File: src/panel_data_pkg.sv
// Constants for the operator panel shared data area.
// Assumes a word-addressed register port; offsets are word indices.
package panel_data_pkg;
  localparam int ADDR_W = 5;
  localparam int DATA_W = 16;
  localparam logic [4:0] OFF_SCREEN_CHANGE = 5'h08;
  localparam logic [4:0] OFF_DISPLAY_ONOFF = 5'h09;
  localparam logic [4:0] OFF_YEAR_SET = 5'h0A;
  localparam logic [4:0] OFF_MONTH_SET = 5'h0B;
  localparam logic [4:0] OFF_DATE_SET = 5'h0C;
  localparam logic [4:0] OFF_TIME_SET = 5'h0D;
  localparam logic [4:0] OFF_CONTROL = 5'h0E;
  localparam logic [4:0] OFF_RESERVED = 5'h0F;
  localparam logic [4:0] OFF_WIN_CONTROL = 5'h10;
  localparam logic [4:0] OFF_WIN_SELECT = 5'h11;
  localparam logic [4:0] OFF_WIN_POS_X = 5'h12;
  localparam logic [4:0] OFF_WIN_POS_Y = 5'h13;
  localparam logic [4:0] OFF_STATUS = 5'h06;
  localparam logic [4:0] OFF_DISP_SCREEN = 5'h00;
  localparam logic [15:0] DISPLAY_OFF_CODE = 16'hFFFF;
  localparam logic [15:0] DISPLAY_ON_CODE = 16'h0000;
  localparam logic [15:0] SCREEN_MIN = 16'h0001;
  localparam logic [15:0] SCREEN_MAX_BIN = 16'h2327;
  localparam logic [15:0] SCREEN_MAX_BCD = 16'h1999;
  localparam int YEAR_FLAG_BIT = 15;
  localparam int CTL_BACKLIGHT_OFF = 0;
  localparam int CTL_BUZZER_ON = 1;
  localparam int CTL_PRINT_START = 2;
  localparam int CTL_BUZZER_DIS = 4;
  localparam int CTL_AUX_DIS = 5;
  localparam int CTL_EXCLUSIVE = 7;
  localparam int CTL_VIDEO_FULL = 8;
  localparam int CTL_HARDCOPY_DIS = 11;
  localparam logic [15:0] CTL_MASK = 16'h09B7;
  localparam int ST_PRINTING = 2;
  localparam int ST_SET_TOGGLE = 3;
  localparam int ST_EXCLUSIVE = 7;
  localparam int ST_ENTRY_ERR = 8;
  localparam int ST_DISPLAY_OFF = 9;
  localparam int WIN_SHOW = 0;
  localparam int WIN_LOCK_ORDER = 1;
  localparam logic [15:0] WIN_MASK = 16'h0003;
  localparam logic [15:0] RESET_WORD = 16'h0000;
  localparam logic [15:0] RESET_SCREEN = 16'h0001;
  localparam int STANDBY_CYCLES = 1000;
endpackage : panel_data_pkg

File: src/operator_panel_shared_data_area.sv
// Shared system data area of an operator panel, seen from the panel.
// Assumes a word-addressed register port on the single 125 MHz clock;
// panel-side events arrive as asynchronous pins and are synchronised here.
`timescale 1ns/1ps
`default_nettype none

module operator_panel_shared_data_area #(
  parameter int STANDBY_TICKS = panel_data_pkg::STANDBY_CYCLES
) (
  input wire logic clock,
  input wire logic rst_n,
  input wire logic [panel_data_pkg::ADDR_W-1:0] regAddr,
  input wire logic [panel_data_pkg::DATA_W-1:0] regWrData,
  input wire logic regWrite,
  input wire logic regRead,
  output logic [panel_data_pkg::DATA_W-1:0] regRdData,
  input wire logic bcdInputMode,
  input wire logic standbyEnable,
  input wire logic touchActivity,
  input wire logic printBusy,
  input wire logic keypadEntry,
  input wire logic entryOutOfRange,
  input wire logic exclusiveSession,
  output logic displayOn,
  output logic backlightOn,
  output logic touchEnable,
  output logic buzzerDrive,
  output logic printStart,
  output logic auxOutEnable,
  output logic videoFullEnable,
  output logic hardcopyDisable,
  output logic exclusiveGrant,
  output logic [15:0] activeScreen,
  output logic screenChanged,
  output logic clockLoad,
  output logic [15:0] clockYear,
  output logic [15:0] clockMonth,
  output logic [15:0] clockDate,
  output logic [15:0] clockTime,
  output logic windowShow,
  output logic windowOrderLock,
  output logic [15:0] windowSelect,
  output logic [15:0] windowPosX,
  output logic [15:0] windowPosY
);
  import panel_data_pkg::*;

  // Three-stage synchroniser for the pin inputs
  localparam int NSYNC = 6;
  logic [NSYNC-1:0] pinRaw;
  logic [NSYNC-1:0] syncA_ff;
  logic [NSYNC-1:0] syncB_ff;
  logic [NSYNC-1:0] syncC_ff;
  logic [NSYNC-1:0] pinStable_ff;
  logic [NSYNC-1:0] nxt_pinStable;
  assign pinRaw = {exclusiveSession, entryOutOfRange, keypadEntry, printBusy,
                   touchActivity, standbyEnable};

  genvar gi;
  generate
    for (gi = 0; gi < NSYNC; gi++) begin : gSync
      always_ff @(posedge clock or negedge rst_n) begin
        if (!rst_n) begin
          syncA_ff[gi] <= 1'b0;
          syncB_ff[gi] <= 1'b0;
          syncC_ff[gi] <= 1'b0;
          pinStable_ff[gi] <= 1'b0;
        end else begin
          syncA_ff[gi] <= pinRaw[gi];
          syncB_ff[gi] <= syncA_ff[gi];
          syncC_ff[gi] <= syncB_ff[gi];
          pinStable_ff[gi] <= nxt_pinStable[gi];
        end
      end
      assign nxt_pinStable[gi] = (syncB_ff[gi] == syncC_ff[gi]) ? syncC_ff[gi]
                                                                : pinStable_ff[gi];
    end
  endgenerate

  wire standbyOn = pinStable_ff[0];
  wire touchNow = pinStable_ff[1];
  wire printNow = pinStable_ff[2];
  wire keypadNow = pinStable_ff[3];
  wire rangeBad = pinStable_ff[4];
  wire exclNow = pinStable_ff[5];

  logic [NSYNC-1:0] pinPrev_ff;
  always_ff @(posedge clock or negedge rst_n) begin
    if (!rst_n) pinPrev_ff <= '0;
    else pinPrev_ff <= pinStable_ff;
  end
  wire touchRise = touchNow && !pinPrev_ff[1];
  wire keypadRise = keypadNow && !pinPrev_ff[3];

  // Address decode
  function automatic logic hit(input logic [ADDR_W-1:0] a, input logic [4:0] off);
    hit = (a == off);
  endfunction : hit

  wire wrScreen = regWrite && hit(regAddr, OFF_SCREEN_CHANGE);
  wire wrOnOff = regWrite && hit(regAddr, OFF_DISPLAY_ONOFF);
  wire wrYear = regWrite && hit(regAddr, OFF_YEAR_SET);
  wire wrMonth = regWrite && hit(regAddr, OFF_MONTH_SET);
  wire wrDate = regWrite && hit(regAddr, OFF_DATE_SET);
  wire wrTime = regWrite && hit(regAddr, OFF_TIME_SET);
  wire wrCtl = regWrite && hit(regAddr, OFF_CONTROL);
  wire wrWin = regWrite && hit(regAddr, OFF_WIN_CONTROL);
  wire wrWinSel = regWrite && hit(regAddr, OFF_WIN_SELECT);
  wire wrWinX = regWrite && hit(regAddr, OFF_WIN_POS_X);
  wire wrWinY = regWrite && hit(regAddr, OFF_WIN_POS_Y);

  // Screen number range check
  function automatic logic isBcd(input logic [15:0] v);
    isBcd = (v[3:0] < 4'hA) && (v[7:4] < 4'hA) && (v[11:8] < 4'hA) && (v[15:12] < 4'hA);
  endfunction : isBcd

  wire screenValid = bcdInputMode ?
                     (isBcd(regWrData) && regWrData >= SCREEN_MIN && regWrData <= SCREEN_MAX_BCD)
                   : (regWrData >= SCREEN_MIN && regWrData <= SCREEN_MAX_BIN);
  wire screenTake = wrScreen && screenValid;

  // Stored words
  logic [15:0] screenReq_ff;
  logic [15:0] onOffWord_ff;
  logic [15:0] yearSet_ff;
  logic [15:0] monthSet_ff;
  logic [15:0] dateSet_ff;
  logic [15:0] timeSet_ff;
  logic [15:0] ctl_ff;
  logic [15:0] winCtl_ff;
  logic [15:0] winSel_ff;
  logic [15:0] winX_ff;
  logic [15:0] winY_ff;

  // Screen request and on/off word
  always_ff @(posedge clock or negedge rst_n) begin
    if (!rst_n) begin
      screenReq_ff <= RESET_SCREEN;
      onOffWord_ff <= RESET_WORD;
    end else begin
      if (screenTake) screenReq_ff <= regWrData;
      if (wrOnOff) onOffWord_ff <= regWrData;
    end
  end

  // Clock set words, copied to the clock only on a flag change
  always_ff @(posedge clock or negedge rst_n) begin
    if (!rst_n) begin
      yearSet_ff <= RESET_WORD;
      monthSet_ff <= RESET_WORD;
      dateSet_ff <= RESET_WORD;
      timeSet_ff <= RESET_WORD;
    end else begin
      if (wrYear) yearSet_ff <= regWrData;
      if (wrMonth) monthSet_ff <= regWrData;
      if (wrDate) dateSet_ff <= regWrData;
      if (wrTime) timeSet_ff <= regWrData;
    end
  end

  // Control word, reserved bits dropped
  always_ff @(posedge clock or negedge rst_n) begin
    if (!rst_n) begin
      ctl_ff <= RESET_WORD;
    end else begin
      if (wrCtl) ctl_ff <= regWrData & CTL_MASK;
    end
  end

  // Window words
  always_ff @(posedge clock or negedge rst_n) begin
    if (!rst_n) begin
      winCtl_ff <= RESET_WORD;
      winSel_ff <= RESET_WORD;
      winX_ff <= RESET_WORD;
      winY_ff <= RESET_WORD;
    end else begin
      if (wrWin) winCtl_ff <= regWrData & WIN_MASK;
      if (wrWinSel) winSel_ff <= regWrData;
      if (wrWinX) winX_ff <= regWrData;
      if (wrWinY) winY_ff <= regWrData;
    end
  end

  logic displayOn_ff;
  logic nxt_displayOn;

  // Stand-by timer: counts while the panel sits idle with the display on
  localparam int SB_W = $clog2(STANDBY_TICKS + 1);
  logic [SB_W-1:0] standby_ff;
  logic [SB_W-1:0] nxt_standby;
  wire standbyExpire = standbyOn && displayOn_ff && (standby_ff == SB_W'(STANDBY_TICKS - 1));
  // Touch or any register write restarts the idle count
  assign nxt_standby = (!standbyOn || !displayOn_ff || touchRise || regWrite || standbyExpire)
                       ? '0 : standby_ff + SB_W'(1);

  // Display state and status bit 9
  wire blankReq = (wrOnOff && regWrData == DISPLAY_OFF_CODE) || standbyExpire;
  wire unblankReq = (wrOnOff && regWrData == DISPLAY_ON_CODE) || screenTake
                    || touchRise;
  always_comb begin
    nxt_displayOn = displayOn_ff;
    if (blankReq) nxt_displayOn = 1'b0;
    else if (unblankReq) nxt_displayOn = 1'b1;
  end
  // Backlight bit deliberately absent from the display state above

  // Clock load on any flag edge
  logic yearFlagPrev_ff;
  wire flagChange = yearSet_ff[YEAR_FLAG_BIT] != yearFlagPrev_ff;

  // Status bits
  logic setToggle_ff;
  logic entryErr_ff;
  logic screenTake_ff;
  wire nxt_setToggle = keypadRise ? ~setToggle_ff : setToggle_ff;
  wire nxt_entryErr = keypadRise ? rangeBad : (screenTake ? 1'b0 : entryErr_ff);
  logic [15:0] statusWord;
  always_comb begin
    statusWord = RESET_WORD;
    statusWord[ST_PRINTING] = printNow;
    statusWord[ST_SET_TOGGLE] = setToggle_ff;
    statusWord[ST_EXCLUSIVE] = exclNow;
    statusWord[ST_ENTRY_ERR] = entryErr_ff;
    statusWord[ST_DISPLAY_OFF] = !displayOn_ff;
  end

  logic [15:0] nxt_rdData;
  always_comb begin
    case (regAddr)
      OFF_DISP_SCREEN: nxt_rdData = screenReq_ff;
      OFF_STATUS: nxt_rdData = statusWord;
      OFF_SCREEN_CHANGE: nxt_rdData = screenReq_ff;
      OFF_DISPLAY_ONOFF: nxt_rdData = onOffWord_ff;
      OFF_YEAR_SET: nxt_rdData = yearSet_ff;
      OFF_MONTH_SET: nxt_rdData = monthSet_ff;
      OFF_DATE_SET: nxt_rdData = dateSet_ff;
      OFF_TIME_SET: nxt_rdData = timeSet_ff;
      OFF_CONTROL: nxt_rdData = ctl_ff;
      OFF_WIN_CONTROL: nxt_rdData = winCtl_ff;
      OFF_WIN_SELECT: nxt_rdData = winSel_ff;
      OFF_WIN_POS_X: nxt_rdData = winX_ff;
      OFF_WIN_POS_Y: nxt_rdData = winY_ff;
      default: nxt_rdData = RESET_WORD;
    endcase
  end

  always_ff @(posedge clock or negedge rst_n) begin
    if (!rst_n) begin
      standby_ff <= '0;
      displayOn_ff <= 1'b1;
      yearFlagPrev_ff <= 1'b0;
      setToggle_ff <= 1'b0;
      entryErr_ff <= 1'b0;
      screenTake_ff <= 1'b0;
    end else begin
      standby_ff <= nxt_standby;
      displayOn_ff <= nxt_displayOn;
      yearFlagPrev_ff <= yearSet_ff[YEAR_FLAG_BIT];
      setToggle_ff <= nxt_setToggle;
      entryErr_ff <= nxt_entryErr;
      screenTake_ff <= screenTake;
    end
  end

  // Read data stands for the one cycle after the strobe, zero otherwise
  always_ff @(posedge clock or negedge rst_n) begin
    if (!rst_n) begin
      regRdData <= RESET_WORD;
    end else begin
      regRdData <= regRead ? nxt_rdData : RESET_WORD;
    end
  end

  // Display and touch follow the display state, never the backlight
  always_ff @(posedge clock or negedge rst_n) begin
    if (!rst_n) begin
      displayOn <= 1'b1;
      touchEnable <= 1'b1;
    end else begin
      displayOn <= displayOn_ff;
      touchEnable <= displayOn_ff;
    end
  end

  // Control word decode
  always_ff @(posedge clock or negedge rst_n) begin
    if (!rst_n) begin
      backlightOn <= 1'b1;
      buzzerDrive <= 1'b0;
      printStart <= 1'b0;
      auxOutEnable <= 1'b1;
      videoFullEnable <= 1'b0;
      hardcopyDisable <= 1'b0;
      exclusiveGrant <= 1'b0;
    end else begin
      backlightOn <= !ctl_ff[CTL_BACKLIGHT_OFF];
      buzzerDrive <= ctl_ff[CTL_BUZZER_ON] && !ctl_ff[CTL_BUZZER_DIS];
      printStart <= ctl_ff[CTL_PRINT_START] && !ctl_ff[CTL_HARDCOPY_DIS];
      auxOutEnable <= !ctl_ff[CTL_AUX_DIS];
      videoFullEnable <= ctl_ff[CTL_VIDEO_FULL];
      hardcopyDisable <= ctl_ff[CTL_HARDCOPY_DIS];
      exclusiveGrant <= ctl_ff[CTL_EXCLUSIVE];
    end
  end

  // Change pulse lines up with the new screen number
  always_ff @(posedge clock or negedge rst_n) begin
    if (!rst_n) begin
      activeScreen <= RESET_SCREEN;
      screenChanged <= 1'b0;
    end else begin
      activeScreen <= screenReq_ff;
      screenChanged <= screenTake_ff;
    end
  end

  // Clock load strobe and loaded clock values
  always_ff @(posedge clock or negedge rst_n) begin
    if (!rst_n) begin
      clockLoad <= 1'b0;
      clockYear <= RESET_WORD;
      clockMonth <= RESET_WORD;
      clockDate <= RESET_WORD;
      clockTime <= RESET_WORD;
    end else begin
      clockLoad <= flagChange;
      if (flagChange) begin
        clockYear <= {8'h00, yearSet_ff[7:0]};
        clockMonth <= monthSet_ff;
        clockDate <= dateSet_ff;
        clockTime <= timeSet_ff;
      end
    end
  end

  // Window outputs
  always_ff @(posedge clock or negedge rst_n) begin
    if (!rst_n) begin
      windowShow <= 1'b0;
      windowOrderLock <= 1'b0;
      windowSelect <= RESET_WORD;
      windowPosX <= RESET_WORD;
      windowPosY <= RESET_WORD;
    end else begin
      windowShow <= winCtl_ff[WIN_SHOW];
      windowOrderLock <= winCtl_ff[WIN_LOCK_ORDER];
      windowSelect <= winSel_ff;
      windowPosX <= winX_ff;
      windowPosY <= winY_ff;
    end
  end
endmodule : operator_panel_shared_data_area
`default_nettype wire

File: config.mk
export PLATFORM = sky130hd
export DESIGN_NAME = operator_panel_shared_data_area
export DESIGN_NICKNAME = d
export VERILOG_FILES = /design/src/panel_data_pkg.sv /design/src/operator_panel_shared_data_area.sv
export SDC_FILE = /design/constraint.sdc
export NUM_CORES = 1
export LEC_CHECK = 0
export ABC_AREA = 1
export BUFFER_PORTS_ARGS = -buffer_cell sky130_fd_sc_hd__buf_2
export CAP_MARGIN = 15
export CORE_ASPECT_RATIO = 0.8
export CORE_MARGIN = 2
export CORE_UTILIZATION = 40
export DETAILED_ROUTE_END_ITERATION = 12
export PLACE_DENSITY = 0.64
export SLEW_MARGIN = 25
export SYNTH_ARGS = -nofsm -noshare
export SYNTH_HDL_FRONTEND = slang
export SYNTH_SLANG_ARGS = --single-unit
File: constraint.sdc
create_clock -name clock -period 3.3 [get_ports clock]
set_clock_uncertainty 0.15 [all_clocks]
set_input_delay 0.33 -clock clock [delete_from_list [all_inputs] [get_ports clock]]
set_output_delay 0.33 -clock clock [all_outputs]
set_load 0.01 [all_outputs]
# After elaboration in Yosys (flattened, before gate mapping)
# Index checks and enable logic that the tools add are counted.
[word_totals] ramBits=0 word_cells=147 reg_bits=345 latchBits=0 rom_bits=0 mem_count=0 out_inout_bits=157
[op_classes] addsub=1 n_lt_le_gt_ge=7 bitwise_logic=1 multipliers=0 eq_ne=21 shift=0 div=0 n_mux=8 reduce_logical=46
[ops] cell="$pmux W16 S12" count=1
[ops] cell="$eq A5 B4 Y1 const B" count=7
[ops] cell="$logic_and A1 B1 Y1" count=26
[ops] cell="$eq A5 B5 Y1 const B" count=4
[ops] cell="$eq A16 B16 Y1 const B" count=1
[ops] cell="$ge A16 B1 Y1 const B" count=1
[ops] cell="$le A16 B13 Y1 const B" count=1
[ops] cell="$le A16 B14 Y1 const B" count=1
[ops] cell="$logic_not A16 Y1" count=1
[ops] cell="$lt A4 B4 Y1 const B" count=4
[ops] cell="$mux W16" count=1
[ops] cell="$add A10 B1 Y10 const B" count=1
[ops] cell="$eq A10 B10 Y1 const B" count=1
[ops] cell="$mux W10" count=1
[ops] cell="$logic_not A1 Y1" count=8
[ops] cell="$logic_or A1 B1 Y1" count=7
[ops] cell="$eq A1 B1 Y1" count=6
[ops] cell="$eq A5 B3 Y1 const B" count=1
[ops] cell="$logic_not A5 Y1" count=1
[ops] cell="$mux W1" count=5
[ops] cell="$reduce_bool A2 Y1" count=2
[ops] cell="$reduce_or A2 Y1" count=1
[ops] cell="$ne A1 B1 Y1" count=1
[ops] cell="$not A1 Y1" count=1

# Logic depth before layout (Yosys ltp)
[depth] depth_word=12 ltp_mapped=12 ltp_nobuf=11

# Worst setup path before layout
# No wires, ideal clock.
[synth_timing] path_kind="input to register" startpoint="input regWrData[14] (netlist bit)" endpoint="register screenReq_ff[10]" setup_slack_ns=1.753 required_ns=3.034 cell_stages=9 arrival_time_ns=1.281 path_cell_list="nor2_1 -> inv_1 -> nor2_1 -> nand4_1 -> a21oi_4 -> nand2_4 -> buf_6 -> nand2_1 -> nand2_1"
[synth_via] elab_chain_len=6 elab_cells_between_ends=10
[synth_rtl] element="from (decl)" line_no="operator_panel_shared_data_area.sv:13" text="input wire logic [panel_data_pkg::DATA_W-1:0] regWrData,"
[synth_rtl] element="parallel branches: the longest is 4 deep, another holds $ge A16 B1 Y1"
[synth_rtl] element="$mux W1 *" line_no="operator_panel_shared_data_area.sv:117" text="wire screenValid = bcdInputMode ?"
[synth_rtl] element="$logic_and A1 B1 Y1 *" line_no="operator_panel_shared_data_area.sv:120" text="wire screenTake = wrScreen && screenValid;"
[synth_rtl] element="to (signal assigned)" line_no="operator_panel_shared_data_area.sv:141" text="if (screenTake) screenReq_ff <= regWrData;"
[synth_rtl] element="to (decl)" line_no="operator_panel_shared_data_area.sv:123" text="logic [15:0] screenReq_ff;"
# Mark *: on every way between the ends.
# A chain may end at the register's enable or synchronous reset.

# Worst setup path in the final report
[layout_timing] startpoint="input regWrData[7] (netlist bit)" endpoint="register screenReq_ff[14]"
[layout_via] elab_chain_len=8 elab_cells_between_ends=12
[layout_rtl] element="parallel branches: the longest is 6 deep, another holds $ge A16 B1 Y1"
[layout_rtl] element="$mux W1 *" line_no="operator_panel_shared_data_area.sv:117"
[layout_rtl] element="$logic_and A1 B1 Y1 *" line_no="operator_panel_shared_data_area.sv:120"
[layout_rtl] element="net screenTake" line_no="operator_panel_shared_data_area.sv:120"
# Mark *: on every way through the listed nets, which the timed path passes.

==> flow_summary.ini <==
[status]
status = completed

[synthesis]
synthAdderAreaFrac_pct = 0.558
avgSynthCellArea_um2 = 10.4
yosysMostFrequentCell = nand2_1
synthFlopType = dfrtp_1
synth_mux_area_share_pct = 4.59
synth_area_leaders = dfrtp_1, nand2_1, o21ai_0
netlist_area_um2 = 13000
synth_compound_area_share_pct = 7.05
synth_edf_count = 0
ys_seq_area_share_pct = 66.1
synth-seq-cells = 343
postSynthCellCount = 1246
yosys-top-cells-count = nand2_1, dfrtp_1, o21ai_0
netlist.top_cell.by_area = dfrtp_1
yosys.area.top_type_share_pct = 64.9
async_flop_share_pct = 100
synth-simple-area-share_pct = 17.3
ys_warn_count = 0
synth.distinct_cells = 34
synth-xor-area-share_pct = 0.337
synth_top_family_by_area = simple AND/OR/NAND/NOR gates

[drt]
drt_iter0_drc = 933
num_vias = 9482
drt-pass1-iter-count = 5
remaining_drc_errors = 0
wl_per_cell_um = 18.9
antenna_left = 0
routed_wl_mm = 36.0
viasPerCell = 4.99

[clocking]
clk_pin_slew_worst_paths_ns = 0.06
clockBufferDepth = 3
clkLatencyLatePin_ns = 0.51
numCtsBuffers = 35
clockRootBuffer = clkbuf_16
cts_setup_buffers = 0
tritoncts = built
hold_buffers = 19
htree_levels = 2
cts_resized = 0
clock_sinks = 343

[worst_setup_path]
worstPathArrival_ns = 2.57
path_max_fanout = 17
crit_path_max_incr_delay_ns = 0.56
crit_type = in -> reg
crit_path_start_kind = primary input
crit_chain = dlygate4sd3_1 > buf_2 > inv_1 > nand2_1 > nor2_1 > nand2_1 > nor2_1 > nor2_1 > nand2_2 > nand2_4 > inv_1 > nor2_1
slowest_stage = dlygate4sd3_1
path_common_cell = nor2_1
endpoint_kind = flop
required_ns = 3.55
cp_num_buf_inv = 4
cp_top_family = buffers and inverters

[power_and_ir_drop]
ir_drop_mv = 0.374
power.density_nw_per_um2 = 747
total_leakage_power_nw = 8.06

[die]
design.core.area_um2 = 32300
rows = 59
die_w_um = 206
die_h_um = 165
num_io_pins = 189
dieArea_um2 = 34000
initial_utilization_pct = 40.3

[grt]
grt_usage_pct = 21.6
grt_antenna_before_repair = 3
grt_pass1_vias = 9279
grt_first_pass_wirelength_mm = 55.4
overflow = 0
grt_max_degree = 105

[timing]
setup_tns_ns = 0
tightest_slew_ns = 0.921
finalHoldViolCount = 0
rsz0062_at_grt = false
setup_viol = 0
timing.final.crit_share_pct = 70.5
min_period_ns = 2.33
clock.fmax_ghz = 0.430
drv_slew = 0
relSlewSlack_pct = 38.5

[hold_path]
hold_class = in -> reg

[place]
dpl.hpwl_mm = 25.1
dp_cells = 1819
routabilityCongestion = 0.879
placed_cell_area_um2 = 14300
port_buffers = 180

[layout]
finalNetCount = 1481
layout.cells.non_filler = 1902
layout-area-overhead-vs-synth_pct = 21.1
drive_gt1_share_pct = 22.9
fillers = 2859
final_area_um2 = 15700

[run]
cap_violations = 0
## worst register-to-register path, stage by stage, from the launching register on
cell and delay (ns):
dfrtp_1 0.48, xor2_4 0.17, buf_4 0.59, mux2_2 0.49
## logic make-up after synthesis
logic type	after synthesis
compound gates	179
mux	53
other cells	1
buf+inv	115
simple gates	543
fa+ha+maj	7
xor+xnor	5
flops	343
## metal layers
metal	track usage [%]	share of wire [%]	vias up
li1	-	-	4406
met1	31.1	45	4581
met2	32.8	44	426
met3	4.95	8.8	67
met4	6.38	2.6	2
met5	0	0.031	-
## cells in the final DEF, fill, tap and decap left out, types with 4 or more instances in the layout
master           n
inv_1           57
nor2_4           9
dfrtp_1        337
mux2_2          53
nand2_2          8
nand3_1         44
nor2_1          72
nor3_1           8
buf_2          179
clkbuf_1         5
o21ai_0        135
nand4_1          6
a21oi_1         27
bufinv_16        4
xor2_1           4
nand2_1        387
o21ai_1         13
buf_4           10
conb_1           8
inv_2            4
dfstp_2          6
dlygate4sd3_1   19
clkbuf_16       37
clkbuf_8         9
maj3_1           6
## final cells by class
class                   count  area [um2]  area share, %
multi-input cells         795        3930           25.0
clock inverters            11         169           1.07
diodes                      2        5.00         0.0318
clock buffers              51        1070           6.78
inverters                  62         233           1.48
well taps                 427         534           3.39
repair buffers            211        1220           7.72
flip-flops and latches    343        8590           54.5
## power breakdown
group | total (W) | internal [W] | switching, W
Combinational | 0.00191 | 0.000854 | 0.00106
Sequential | 0.00565 | 0.00506 | 0.000594
Clock | 0.00420 | 0.00257 | 0.00164
## stage by stage
| step | power [W] | setup WS, ns | utilization [%] | hold slack, ns |
|---|---|---|---|---|
| after global placement | 0.00758 | 0.936 | 44.4 | 0.185 |
| after CTS | 0.0119 | 1.04 | 48.8 | 0.000477 |
| after detailed placement | 0.00763 | 0.794 | 44.4 | 0.185 |
| final | 0.0118 | 0.974 | 48.8 | 0.0239 |
| after global routing | 0.0124 | 0.814 | 48.8 | 0.0315 |
| after floorplan | 0.00658 | 1.75 | - | -0.116 |
## path summary, 6_finish.rpt
check | start | to | slack [ns] | cells after the start
setup / recovery | regWrData[7] | screenReq_ff[14] | 0.97 | 12
hold / removal | regWrData[10] | screenReq_ff[10] | 0.02 | 3
setup reg to reg | yearSet_ff[15] | clockMonth[9] | 1.30 | 3
hold reg to reg | screenTake_ff | screenChanged | 0.20 | 0
max in group asynchronous | rst_n | backlightOn | 1.74 | 3
min in group asynchronous | rst_n | syncA_ff[2] | 0.28 | 2
Note: power is estimated with default switching activity, not from simulation.
